`src/verilog/counter_array_pkg.sv`:
```
// Constants and types of the wide PWM module.
// Assumes a 32-bit Avalon-MM slave port.
package counter_array_pkg;
  // ----------------------------------------
  // Register offsets
  // ----------------------------------------
  localparam int ADDR_W = 5;
  localparam logic [4:0] OFS_CMP_LOW = 5'h00;
  localparam logic [4:0] OFS_CMP_HIGH = 5'h04;
  localparam logic [4:0] OFS_MODE = 5'h08;
  localparam logic [4:0] OFS_CONFIG = 5'h0C;
  localparam logic [4:0] OFS_STATUS = 5'h10;
  localparam logic [4:0] OFS_COUNTER = 5'h14;
  // ----------------------------------------
  // Field positions
  // ----------------------------------------
  localparam int CFG_RUN_BIT = 4;
  localparam int CFG_OVF_BIT = 5;
  localparam int CFG_RELOAD_REGISTER_SELECT_BIT = 7;
  localparam int STAT_MATCH_BIT = 0;
  localparam int STAT_OUT_BIT = 1;
  // ----------------------------------------
  // Reset values and encodings
  // ----------------------------------------
  localparam logic [15:0] CMP_RESET = 16'h0000;
  localparam logic [15:0] CNT_RESET = 16'h0000;
  localparam logic [2:0] MODE_RESET = 3'h0;
  localparam logic [1:0] CYCLE_LENGTH_SELECT_8BIT = 2'h0;
  localparam logic [1:0] CYCLE_LENGTH_SELECT_9BIT = 2'h1;
  localparam logic [1:0] CYCLE_LENGTH_SELECT_10BIT = 2'h2;
  localparam logic [1:0] CYCLE_LENGTH_SELECT_11BIT = 2'h3;
  localparam logic [11:0] PERIOD_8BIT = 12'h100;
  localparam logic [11:0] PERIOD_9BIT = 12'h200;
  localparam logic [11:0] PERIOD_10BIT = 12'h400;
  localparam logic [11:0] PERIOD_11BIT = 12'h800;
  // ----------------------------------------
  // Types
  // ----------------------------------------
  typedef enum logic [1:0] {
    BUS_IDLE = 2'b01,
    BUS_ANSWER = 2'b10
  } bus_state_e;
  typedef struct packed {
    logic comparator_enable;
    logic match_flag_enable;
    logic pwm_enable;
  } mode_s;
  typedef struct packed {
    logic read;
    logic write;
    logic [ADDR_W-1:0] address;
    logic [3:0] byteenable;
    logic [31:0] writedata;
  } avmm_req_s;
endpackage

```
`src/verilog/counter_array_wide_pwm.sv`:
```
// One 9/10/11-bit PWM compare module with
// its own counter and register slave.
// Assumes an aligned 32-bit Avalon master.
//
// Notes on behaviour
// - Shadow reload register shares compare bytes
// - Select bit picks shadow or active
// - Counter low bits equal compare: high
// - N-bit overflow drives output low
// - Overflow sets flag, reloads compare
// - Cycle length follows length select
// - Mode needs enables and length above 8
// - Match sets match flag when enabled
// - Overflow every 512, 1024, 2048 clocks
// - Low write clears, high sets enable
// - Duty is (2^N minus compare)/2^N
// - Comparator disabled keeps output low
`timescale 1ns/100ps
module counter_array_wide_pwm
  import counter_array_pkg::*;
(
  // Clock and reset
  input wire logic clock,
  input wire logic resetn,
  // Avalon-MM slave
  input wire logic [ADDR_W-1:0] address,
  input wire logic read,
  input wire logic write,
  input wire logic [3:0] byteenable,
  input wire logic [31:0] writedata,
  output logic [31:0] readdata,
  output logic waitrequest,
  // Pin
  output logic waveform_output
);

  // ----------------------------------------
  // Bus slave
  // ----------------------------------------
  avmm_req_s req;
  bus_state_e bus_state_reg;
  logic [31:0] read_value;
  logic [31:0] readdata_reg;
  logic [4:0] word_addr;
  logic answer;
  logic wr_accept;
  logic wr_low;
  logic wr_high;
  logic wr_mode;
  logic wr_config;
  logic wr_status;
  logic [7:0] wdata_byte;

  // Bundle of the request lines
  assign req = {read, write, address, byteenable, writedata};
  assign word_addr = {req.address[ADDR_W-1:2], 2'b00};
  assign answer = bus_state_reg == BUS_ANSWER;
  // One wait cycle gives a registered read
  assign waitrequest = (req.read | req.write) & ~answer;
  assign wr_accept = req.write & answer & req.byteenable[0];
  assign wdata_byte = req.writedata[7:0];
  assign wr_low = wr_accept & (word_addr == OFS_CMP_LOW);
  assign wr_high = wr_accept & (word_addr == OFS_CMP_HIGH);
  assign wr_mode = wr_accept & (word_addr == OFS_MODE);
  assign wr_config = wr_accept & (word_addr == OFS_CONFIG);
  assign wr_status = wr_accept & (word_addr == OFS_STATUS);
  assign readdata = readdata_reg;

  // Answer state, one cycle per access
  always_ff @(posedge clock or negedge resetn) begin
    if (!resetn) begin
      bus_state_reg <= BUS_IDLE;
    end else begin
      unique case (bus_state_reg)
        BUS_IDLE: begin
          if (req.read | req.write) begin
            bus_state_reg <= BUS_ANSWER;
          end
        end
        BUS_ANSWER: begin
          bus_state_reg <= BUS_IDLE;
        end
      endcase
    end
  end

  // ----------------------------------------
  // Registers and counter state
  // ----------------------------------------
  mode_s mode_reg;
  logic [15:0] cmp_reg;
  logic [15:0] shadow_reg;
  logic [15:0] cnt_reg;
  logic [1:0] cycle_length_select_reg;
  logic run_reg;
  logic reload_register_select_reg;
  logic ovf_flag_reg;
  logic match_flag_reg;
  logic out_reg;
  logic [10:0] mask;
  logic [15:0] cnt_next;
  logic [10:0] target;
  logic wide_sel;
  logic wide_mode;
  logic overflow;
  logic reload;
  logic match;

  // Read mux, unmapped reads give zero
  always_comb begin
    read_value = 32'h00000000;
    unique case (word_addr)
      OFS_CMP_LOW: read_value[7:0] = reload_register_select_reg ? shadow_reg[7:0] : cmp_reg[7:0];
      OFS_CMP_HIGH: read_value[7:0] = reload_register_select_reg ? shadow_reg[15:8] : cmp_reg[15:8];
      OFS_MODE: read_value[2:0] = mode_reg;
      OFS_CONFIG: begin
        read_value[1:0] = cycle_length_select_reg;
        read_value[CFG_RUN_BIT] = run_reg;
        read_value[CFG_OVF_BIT] = ovf_flag_reg;
        read_value[CFG_RELOAD_REGISTER_SELECT_BIT] = reload_register_select_reg;
      end
      OFS_STATUS: begin
        read_value[STAT_MATCH_BIT] = match_flag_reg;
        read_value[STAT_OUT_BIT] = out_reg;
      end
      OFS_COUNTER: read_value[15:0] = cnt_reg;
      default: read_value = 32'h00000000;
    endcase
  end

  // Read data caught on the request edge
  always_ff @(posedge clock or negedge resetn) begin
    if (!resetn) begin
      readdata_reg <= 32'h00000000;
    end else if ((req.read | req.write) & ~answer) begin
      readdata_reg <= read_value;
    end
  end

  // Cycle mask for the selected length
  always_comb begin
    unique case (cycle_length_select_reg)
      CYCLE_LENGTH_SELECT_8BIT: mask = 11'h0FF;
      CYCLE_LENGTH_SELECT_9BIT: mask = 11'h1FF;
      CYCLE_LENGTH_SELECT_10BIT: mask = 11'h3FF;
      CYCLE_LENGTH_SELECT_11BIT: mask = 11'h7FF;
    endcase
  end

  // Compare and overflow decode
  assign wide_sel = mode_reg.pwm_enable & (cycle_length_select_reg != CYCLE_LENGTH_SELECT_8BIT);
  assign wide_mode = wide_sel & mode_reg.comparator_enable;
  assign cnt_next = cnt_reg + 16'h0001;
  assign overflow = run_reg & ((cnt_reg[10:0] & mask) == mask);
  assign reload = overflow & wide_sel;
  // Compare against the value loaded at this same wrap
  assign target = (reload ? shadow_reg[10:0] : cmp_reg[10:0]) & mask;
  assign match = run_reg & wide_mode & ((cnt_next[10:0] & mask) == target);

  // Counter, free running while enabled
  always_ff @(posedge clock or negedge resetn) begin
    if (!resetn) begin
      cnt_reg <= CNT_RESET;
    end else if (run_reg) begin
      cnt_reg <= cnt_next;
    end
  end

  // Mode bits; compare byte writes move the enable
  always_ff @(posedge clock or negedge resetn) begin
    if (!resetn) begin
      mode_reg <= MODE_RESET;
    end else if (wr_mode) begin
      mode_reg <= wdata_byte[2:0];
    end else if (wr_low) begin
      mode_reg.comparator_enable <= 1'b0;
    end else if (wr_high) begin
      mode_reg.comparator_enable <= 1'b1;
    end
  end

  // Configuration bits
  always_ff @(posedge clock or negedge resetn) begin
    if (!resetn) begin
      cycle_length_select_reg <= CYCLE_LENGTH_SELECT_8BIT;
      run_reg <= 1'b0;
      reload_register_select_reg <= 1'b0;
    end else if (wr_config) begin
      cycle_length_select_reg <= wdata_byte[1:0];
      run_reg <= wdata_byte[CFG_RUN_BIT];
      reload_register_select_reg <= wdata_byte[CFG_RELOAD_REGISTER_SELECT_BIT];
    end
  end

  // Shadow register, written only when selected
  always_ff @(posedge clock or negedge resetn) begin
    if (!resetn) begin
      shadow_reg <= CMP_RESET;
    end else if (reload_register_select_reg & wr_low) begin
      shadow_reg[7:0] <= wdata_byte;
    end else if (reload_register_select_reg & wr_high) begin
      shadow_reg[15:8] <= wdata_byte;
    end
  end

  // Active compare: reload first, software byte on top
  always_ff @(posedge clock or negedge resetn) begin
    if (!resetn) begin
      cmp_reg <= CMP_RESET;
    end else begin
      if (reload) begin
        cmp_reg <= shadow_reg;
      end
      if (!reload_register_select_reg & wr_low) begin
        cmp_reg[7:0] <= wdata_byte;
      end
      if (!reload_register_select_reg & wr_high) begin
        cmp_reg[15:8] <= wdata_byte;
      end
    end
  end

  // Flags, a set beats a clear in the same cycle
  always_ff @(posedge clock or negedge resetn) begin
    if (!resetn) begin
      ovf_flag_reg <= 1'b0;
      match_flag_reg <= 1'b0;
    end else begin
      if (reload) begin
        ovf_flag_reg <= 1'b1;
      end else if (wr_config & ~wdata_byte[CFG_OVF_BIT]) begin
        ovf_flag_reg <= 1'b0;
      end
      if (match & mode_reg.match_flag_enable) begin
        match_flag_reg <= 1'b1;
      end else if (wr_status & ~wdata_byte[STAT_MATCH_BIT]) begin
        match_flag_reg <= 1'b0;
      end
    end
  end

  // Output: high from match to wrap, match wins at 0
  always_ff @(posedge clock or negedge resetn) begin
    if (!resetn) begin
      out_reg <= 1'b0;
    end else if (!wide_mode) begin
      out_reg <= 1'b0;
    end else if (match) begin
      out_reg <= 1'b1;
    end else if (overflow) begin
      out_reg <= 1'b0;
    end
  end
  assign waveform_output = out_reg;

  // ----------------------------------------
  // Checks
  // ----------------------------------------
  logic [11:0] gap_reg;
  logic stable_reg;
  logic [11:0] period;
  logic ecom;

  assign ecom = mode_reg.comparator_enable;
  assign period = (cycle_length_select_reg == CYCLE_LENGTH_SELECT_9BIT) ? PERIOD_9BIT :
                  (cycle_length_select_reg == CYCLE_LENGTH_SELECT_10BIT) ? PERIOD_10BIT :
                  (cycle_length_select_reg == CYCLE_LENGTH_SELECT_11BIT) ? PERIOD_11BIT : PERIOD_8BIT;

  // Cycles since the last wrap, valid while settings stand
  always_ff @(posedge clock or negedge resetn) begin
    if (!resetn) begin
      gap_reg <= 12'h000;
      stable_reg <= 1'b0;
    end else begin
      gap_reg <= overflow ? 12'h000 : gap_reg + 12'h001;
      if (!run_reg | wr_config) begin
        stable_reg <= 1'b0;
      end else if (overflow) begin
        stable_reg <= 1'b1;
      end
    end
  end

  property p_period;
    @(posedge clock) disable iff (!resetn)
    overflow & stable_reg & ~wr_config |-> gap_reg == period - 12'h001;
  endproperty
  a_period: assert property (p_period) else $error("wrap period wrong");
  property p_match_high;
    @(posedge clock) disable iff (!resetn)
    match |=> waveform_output;
  endproperty
  a_match_high: assert property (p_match_high) else $error("match not high");
  property p_wrap_low;
    @(posedge clock) disable iff (!resetn)
    overflow & ~match |=> !waveform_output;
  endproperty
  a_wrap_low: assert property (p_wrap_low) else $error("wrap not low");
  property p_reload;
    @(posedge clock) disable iff (!resetn)
    reload & ~wr_low & ~wr_high |=> cmp_reg == $past(shadow_reg) && ovf_flag_reg;
  endproperty
  a_reload: assert property (p_reload) else $error("no reload");
  property p_low_clears;
    @(posedge clock) disable iff (!resetn)
    wr_low |=> !ecom ##1 !waveform_output;
  endproperty
  a_low_clears: assert property (p_low_clears) else $error("enable kept");
  property p_high_sets;
    @(posedge clock) disable iff (!resetn)
    wr_high |=> ecom;
  endproperty
  a_high_sets: assert property (p_high_sets) else $error("enable not set");
  property p_off_low;
    @(posedge clock) disable iff (!resetn)
    !ecom & $past(!ecom) |-> !waveform_output;
  endproperty
  a_off_low: assert property (p_off_low) else $error("output high");
  property p_match_flag;
    @(posedge clock) disable iff (!resetn)
    match & mode_reg.match_flag_enable |=> match_flag_reg;
  endproperty
  a_match_flag: assert property (p_match_flag) else $error("no match flag");
  property p_shadow_sel;
    @(posedge clock) disable iff (!resetn)
    wr_low & reload_register_select_reg & ~reload |=> shadow_reg[7:0] == $past(wdata_byte) && $stable(cmp_reg);
  endproperty
  a_shadow_sel: assert property (p_shadow_sel) else $error("wrong target");
  property p_mode_gate;
    @(posedge clock) disable iff (!resetn)
    !wide_mode |=> !waveform_output;
  endproperty
  a_mode_gate: assert property (p_mode_gate) else $error("mode off high");

endmodule

```
`config.mk`:
```
export PLATFORM = sky130hd
export DESIGN_NAME = counter_array_wide_pwm
export DESIGN_NICKNAME = d
export VERILOG_FILES = /design/src/verilog/counter_array_pkg.sv /design/src/verilog/counter_array_wide_pwm.sv
export SDC_FILE = /design/constraint.sdc
export NUM_CORES = 1
export LEC_CHECK = 0
export BUFFER_PORTS_ARGS = -buffer_cell sky130_fd_sc_hd__buf_2
export CAP_MARGIN = 30
export CORE_MARGIN = 2
export CORE_UTILIZATION = 45
export DETAILED_ROUTE_END_ITERATION = 12
export PLACE_DENSITY = 0.67
export SYNTH_ARGS = -nofsm -noshare
export SYNTH_HDL_FRONTEND = slang
export SYNTH_SLANG_ARGS = --single-unit
```
`constraint.sdc`:
```
create_clock -name clock -period 3.3 [get_ports clock]
set_input_delay 0.495 -clock clock [delete_from_list [all_inputs] [get_ports clock]]
set_output_delay 0.495 -clock clock [all_outputs]
set_load 0.01 [all_outputs]
```
==> out/results.env <==
MAPPEDNETLISTAREA_MM2=0.00424
ROUTED_WIRE_LENGTH_PER_INSTANCE_UM=18.9
CTS-BUFFERS-INSERTED=9
GRT_SETUP_UNREPAIRED='false'
P_LEAK_uW=0.00212
GRT_OVERFLOW_TOTAL=0
PORT_BUFFERS=33
POST-SYNTH-TOP-AREA-FRACTION_PCT=44.3
DRIVE_GT1_SHARE_PCT=23.9
FINAL_UTIL_PCT=51.1
WORSTPATHMAXFANOUT=8
FINALWEIGHTEDCONGESTION=0.939
SYN_INST=417
CRIT_ARRIVAL_NS=2.92
SYNTH_ASYNC_SR_FLOP_SHARE_PCT=100
INITIAL_CELL_DENSITY_OF_THE_CORE_PCT=46.1
START_KIND='flip-flop'
TOTALNEGATIVESETUPSLACK_NS=0
LAYOUT.CELLS.NON_FILLER=562
FINALCRITPERIODSHARE_PCT=79.8
DRT-TOTAL-WL_MM=10.6
TRITONCTS='yes'
SEQPWRFRAC_PCT=42.0
WORSTSKEWPAIRLATENCY_NS=0.36
ANTENNA_VIOLATIONS_BEFORE_REPAIR=0
INTPOWER_uW=2170
SLEW-LIMIT-HEADROOM_PCT=40.7
GRT_FIRST_PASS_WIRELENGTH_MM=17.0
REPORTED_NET_SWITCHING_POWER_uW=1240
FINAL-MAX-SLEW-VIOLATION-COUNT=0
CTS-ROOT-TO-SINK-BUFFERS=2
MAX_CAP_VIOL_COUNT=0
SYNTH-EDFF-COUNT=0
REGISTER_AREA_MM2=0.00190
SHARE_CLK_OF_TOTAL_POWER_PCT=25.0
FP.DIEAREA_MM2=0.0102
WORST_SETUP_HOLD_PATH_CLK_SLEW_NS=0.08
NUMBER_OF_HOLD_VIOLATIONS_IN_THE_FINAL_REPORT=0
WORST_SETUP_PATH_END_KIND='flip-flop'
REMAINING_DRC_ERRORS=0
CLOCK_SINK_COUNT=76
TYPE_OF_THE_MOST_CRITICAL_HOLD_PATH='primary input to flip-flop'
VIASPERCELL=6.03
CRIT_TYPE='flip-flop to flip-flop'
CLOCKROOTBUFFER='sky130_fd_sc_hd__clkbuf_8'
WORST-SLEW-PIN-TRANSITION_NS=0.889
SYNTH_SEQ_CELLS=76
REQUIRED_TIME_OF_THE_CRITICAL_PATH_NS=3.59
DRT_PRE_ANTENNA_ITERS=5
CTS_REPAIR_RESIZE_COUNT=0
NETLIST.TOP_CELL.BY_AREA='sky130_fd_sc_hd__dfrtp_1'
POSTSYNTHAREAPERCELL_UM2=10.2
TIMING.CLOCK.SKEW_NS=0.00955
MET2_WIRELENGTH_MM=4.80
PEAKVDDDROP_uV=322
CORE_MM2=0.00920
YOSYSSEQAREASHARE_PCT=44.9
OUTCOME='finished clean'
FLOORPLAN.ROWS=35
TIMING.FINAL.SETUP_VIOLATIONS=0
MET3ROUTEDLENGTH_UM=729
FMAXACHIEVABLE_MHz=380
PERIOD_NEEDED_NS=2.63
PLACEDINSTANCEAREA_MM2=0.00442
FP.DIEW_UM=101
POST_SYNTH_NUM_CELL_TYPES=68
SYNTH_AREA_LEADERS='sky130_fd_sc_hd__dfrtp_1, sky130_fd_sc_hd__mux2_2, sky130_fd_sc_hd__nand2_1, sky130_fd_sc_hd__xnor2_1, sky130_fd_sc_hd__buf_4'
DRTITER0DRC=270
NFILLCELLS=835
LAYOUT-AREA-OVERHEAD-VS-SYNTH_PCT=10.8
TOP_LEVEL_PORTS=79
TOP_LAYER_USED='met4'
YS_WARN_COUNT=0
ANTENNA_VIOLATING_NETS_POST_ROUTE=0
POST_SYNTH_MOST_FREQUENT_CELLS='sky130_fd_sc_hd__dfrtp_1, sky130_fd_sc_hd__nand2_1, sky130_fd_sc_hd__mux2_2, sky130_fd_sc_hd__nor2_1, sky130_fd_sc_hd__a21oi_1'
MET1WIRELENGTH_MM=4.91
DR_TOTAL_VIAS=3391
ANTENNA-DIODE-COUNT=0
FINAL_CELL_AREA_MM2=0.00470
DESIGN_POWER_TOTAL_uW=3420
VIA_COUNT_OF_THE_FIRST_GLOBAL_ROUTING_PASS=3102
POST-SYNTH-TOP-COUNT-CELL='sky130_fd_sc_hd__dfrtp_1'
SYNTHFLOPTYPE='sky130_fd_sc_hd__dfrtp_1'
PLACED_CELLS=545
FIN_NETS=493
DPL.HPWL_MM=7.46
HTREE_LEVELS=3
MULTI_INPUT_COMB_AREA_MM2=0.00214
COMB_POWER_SHARE_PCT=33.0
P_PER_AREA_mW_PER_MM2=727
GRT_USAGE_PCT=21.8
SWITCHING_SHARE_PCT=36.4
DIE_HEIGHT_UM=101
LARGEST_NET_DEGREE_AT_THE_START_OF_GLOBAL_ROUTING=77
## cells in the final DEF (no fill, tap or decap), types with 3 or more instances in the layout
master / Yosys / layout
sky130_fd_sc_hd__a21oi_1: 19 / 19
sky130_fd_sc_hd__nand3_1: 17 / 17
sky130_fd_sc_hd__xnor2_1: 16 / 16
sky130_fd_sc_hd__a31oi_1: 9 / 9
sky130_fd_sc_hd__o21ai_0: 16 / 16
sky130_fd_sc_hd__nand2_1: 38 / 38
sky130_fd_sc_hd__and3_1: 7 / 7
sky130_fd_sc_hd__inv_1: 3 / 3
sky130_fd_sc_hd__nand4_1: 10 / 10
sky130_fd_sc_hd__dfrtp_1: 75 / 75
sky130_fd_sc_hd__o31ai_1: 3 / 3
sky130_fd_sc_hd__conb_1: 1 / 16
sky130_fd_sc_hd__o21a_1: 4 / 4
sky130_fd_sc_hd__clkbuf_8: 0 / 9
sky130_fd_sc_hd__a22o_1: 8 / 8
sky130_fd_sc_hd__mux2i_1: 11 / 11
sky130_fd_sc_hd__xor2_1: 9 / 9
sky130_fd_sc_hd__nor2_1: 25 / 25
sky130_fd_sc_hd__a22oi_1: 6 / 6
sky130_fd_sc_hd__bufinv_16: 0 / 3
sky130_fd_sc_hd__a221oi_1: 5 / 5
sky130_fd_sc_hd__buf_4: 17 / 9
sky130_fd_sc_hd__and4_1: 5 / 5
sky130_fd_sc_hd__o21ai_1: 3 / 3
sky130_fd_sc_hd__buf_2: 5 / 32
sky130_fd_sc_hd__nor2b_1: 7 / 7
sky130_fd_sc_hd__mux2_2: 31 / 31
## repair_timing
action	in CTS	in global routing
endpoints found under the hold margin	0	5
setup buffers	0	0
hold buffers	0	1
## worst max-delay path, stage by stage, from the launching register on
cell and delay [ns]:
sky130_fd_sc_hd__dfrtp_1 0.47, sky130_fd_sc_hd__ha_1 0.30, sky130_fd_sc_hd__and3_4 0.24, sky130_fd_sc_hd__and2_4 0.18, sky130_fd_sc_hd__nand4_1 0.37, sky130_fd_sc_hd__mux2_2 0.45
sky130_fd_sc_hd__a221oi_2 0.25, sky130_fd_sc_hd__o211ai_1 0.15, sky130_fd_sc_hd__o21ai_1 0.15
## cell families (layout without fill, tap and decap cells)
family                   count (synthesis)  count (layout)  synth area share, %
AO/OA/AOI/OAI                           95              95                 15.9
XOR/XNOR                                25              25                 5.16
adder cells (fa/ha/maj)                  1               1                0.295
buffers and inverters                   44              63                 6.08
flip-flops                              76              76                 44.9
multiplexers                            43              43                 11.2
other                                    1              16               0.0884
AND/OR/NAND/NOR                        132             132                 16.4
## per-layer routing
layer,track usage (%),vias up
met3,3.81,15
li1,-,1559
met1,33.0,1668
met4,6.86,0
met2,31.6,149
met5,0,-
## metrics by stage
| stage | hold WS (ns) | worst slack [ns] |
|---|---|---|
| 2_1_floorplan | 0.199 | 1.08 |
| 3_3_place_gp | 0.458 | 0.770 |
| 3_5_place_dp | 0.475 | 0.725 |
| 4_1_cts | 0.323 | 0.706 |
| 5_1_grt | 0.399 | 0.488 |
| 6_report | 0.397 | 0.666 |
## power groups by stage
| stage | Clock [uW] | Combinational [uW] | Sequential [uW] |
|---|---|---|---|
| 2_1_floorplan | 0 | 847 | 1340 |
| 3_3_place_gp | 0 | 1080 | 1430 |
| 3_5_place_dp | 0 | 1100 | 1440 |
| 4_1_cts | 872 | 1110 | 1430 |
| 5_1_grt | 909 | 1240 | 1470 |
| 6_report | 854 | 1130 | 1440 |
## final timing paths
| path | startpoint | endpoint | slack (ns) | cells past startpoint |
|---|---|---|---|---|
| max in group asynchronous | resetn | bus_state_reg[0] | 2.22 | 3 |
| min | writedata[3] | cmp_reg[11] | 0.40 | 3 |
| max | cnt_reg[1] | match_flag_reg | 0.67 | 8 |
| min reg2reg | readdata[7] | readdata[7] | 0.48 | 2 |
| max reg2reg | cnt_reg[1] | match_flag_reg | 0.67 | 8 |
| min in group asynchronous | resetn | readdata[13] | 0.49 | 2 |
## final cells by class
cell class,count,area share (%)
clock buffer,9,2.64
clock inverter,6,2.40
inverter,5,0.399
multi-input combinational,312,45.5
sequential,76,40.5
tap,111,2.96
timing repair buffer,43,5.65
(Power assumes the default switching activity.)
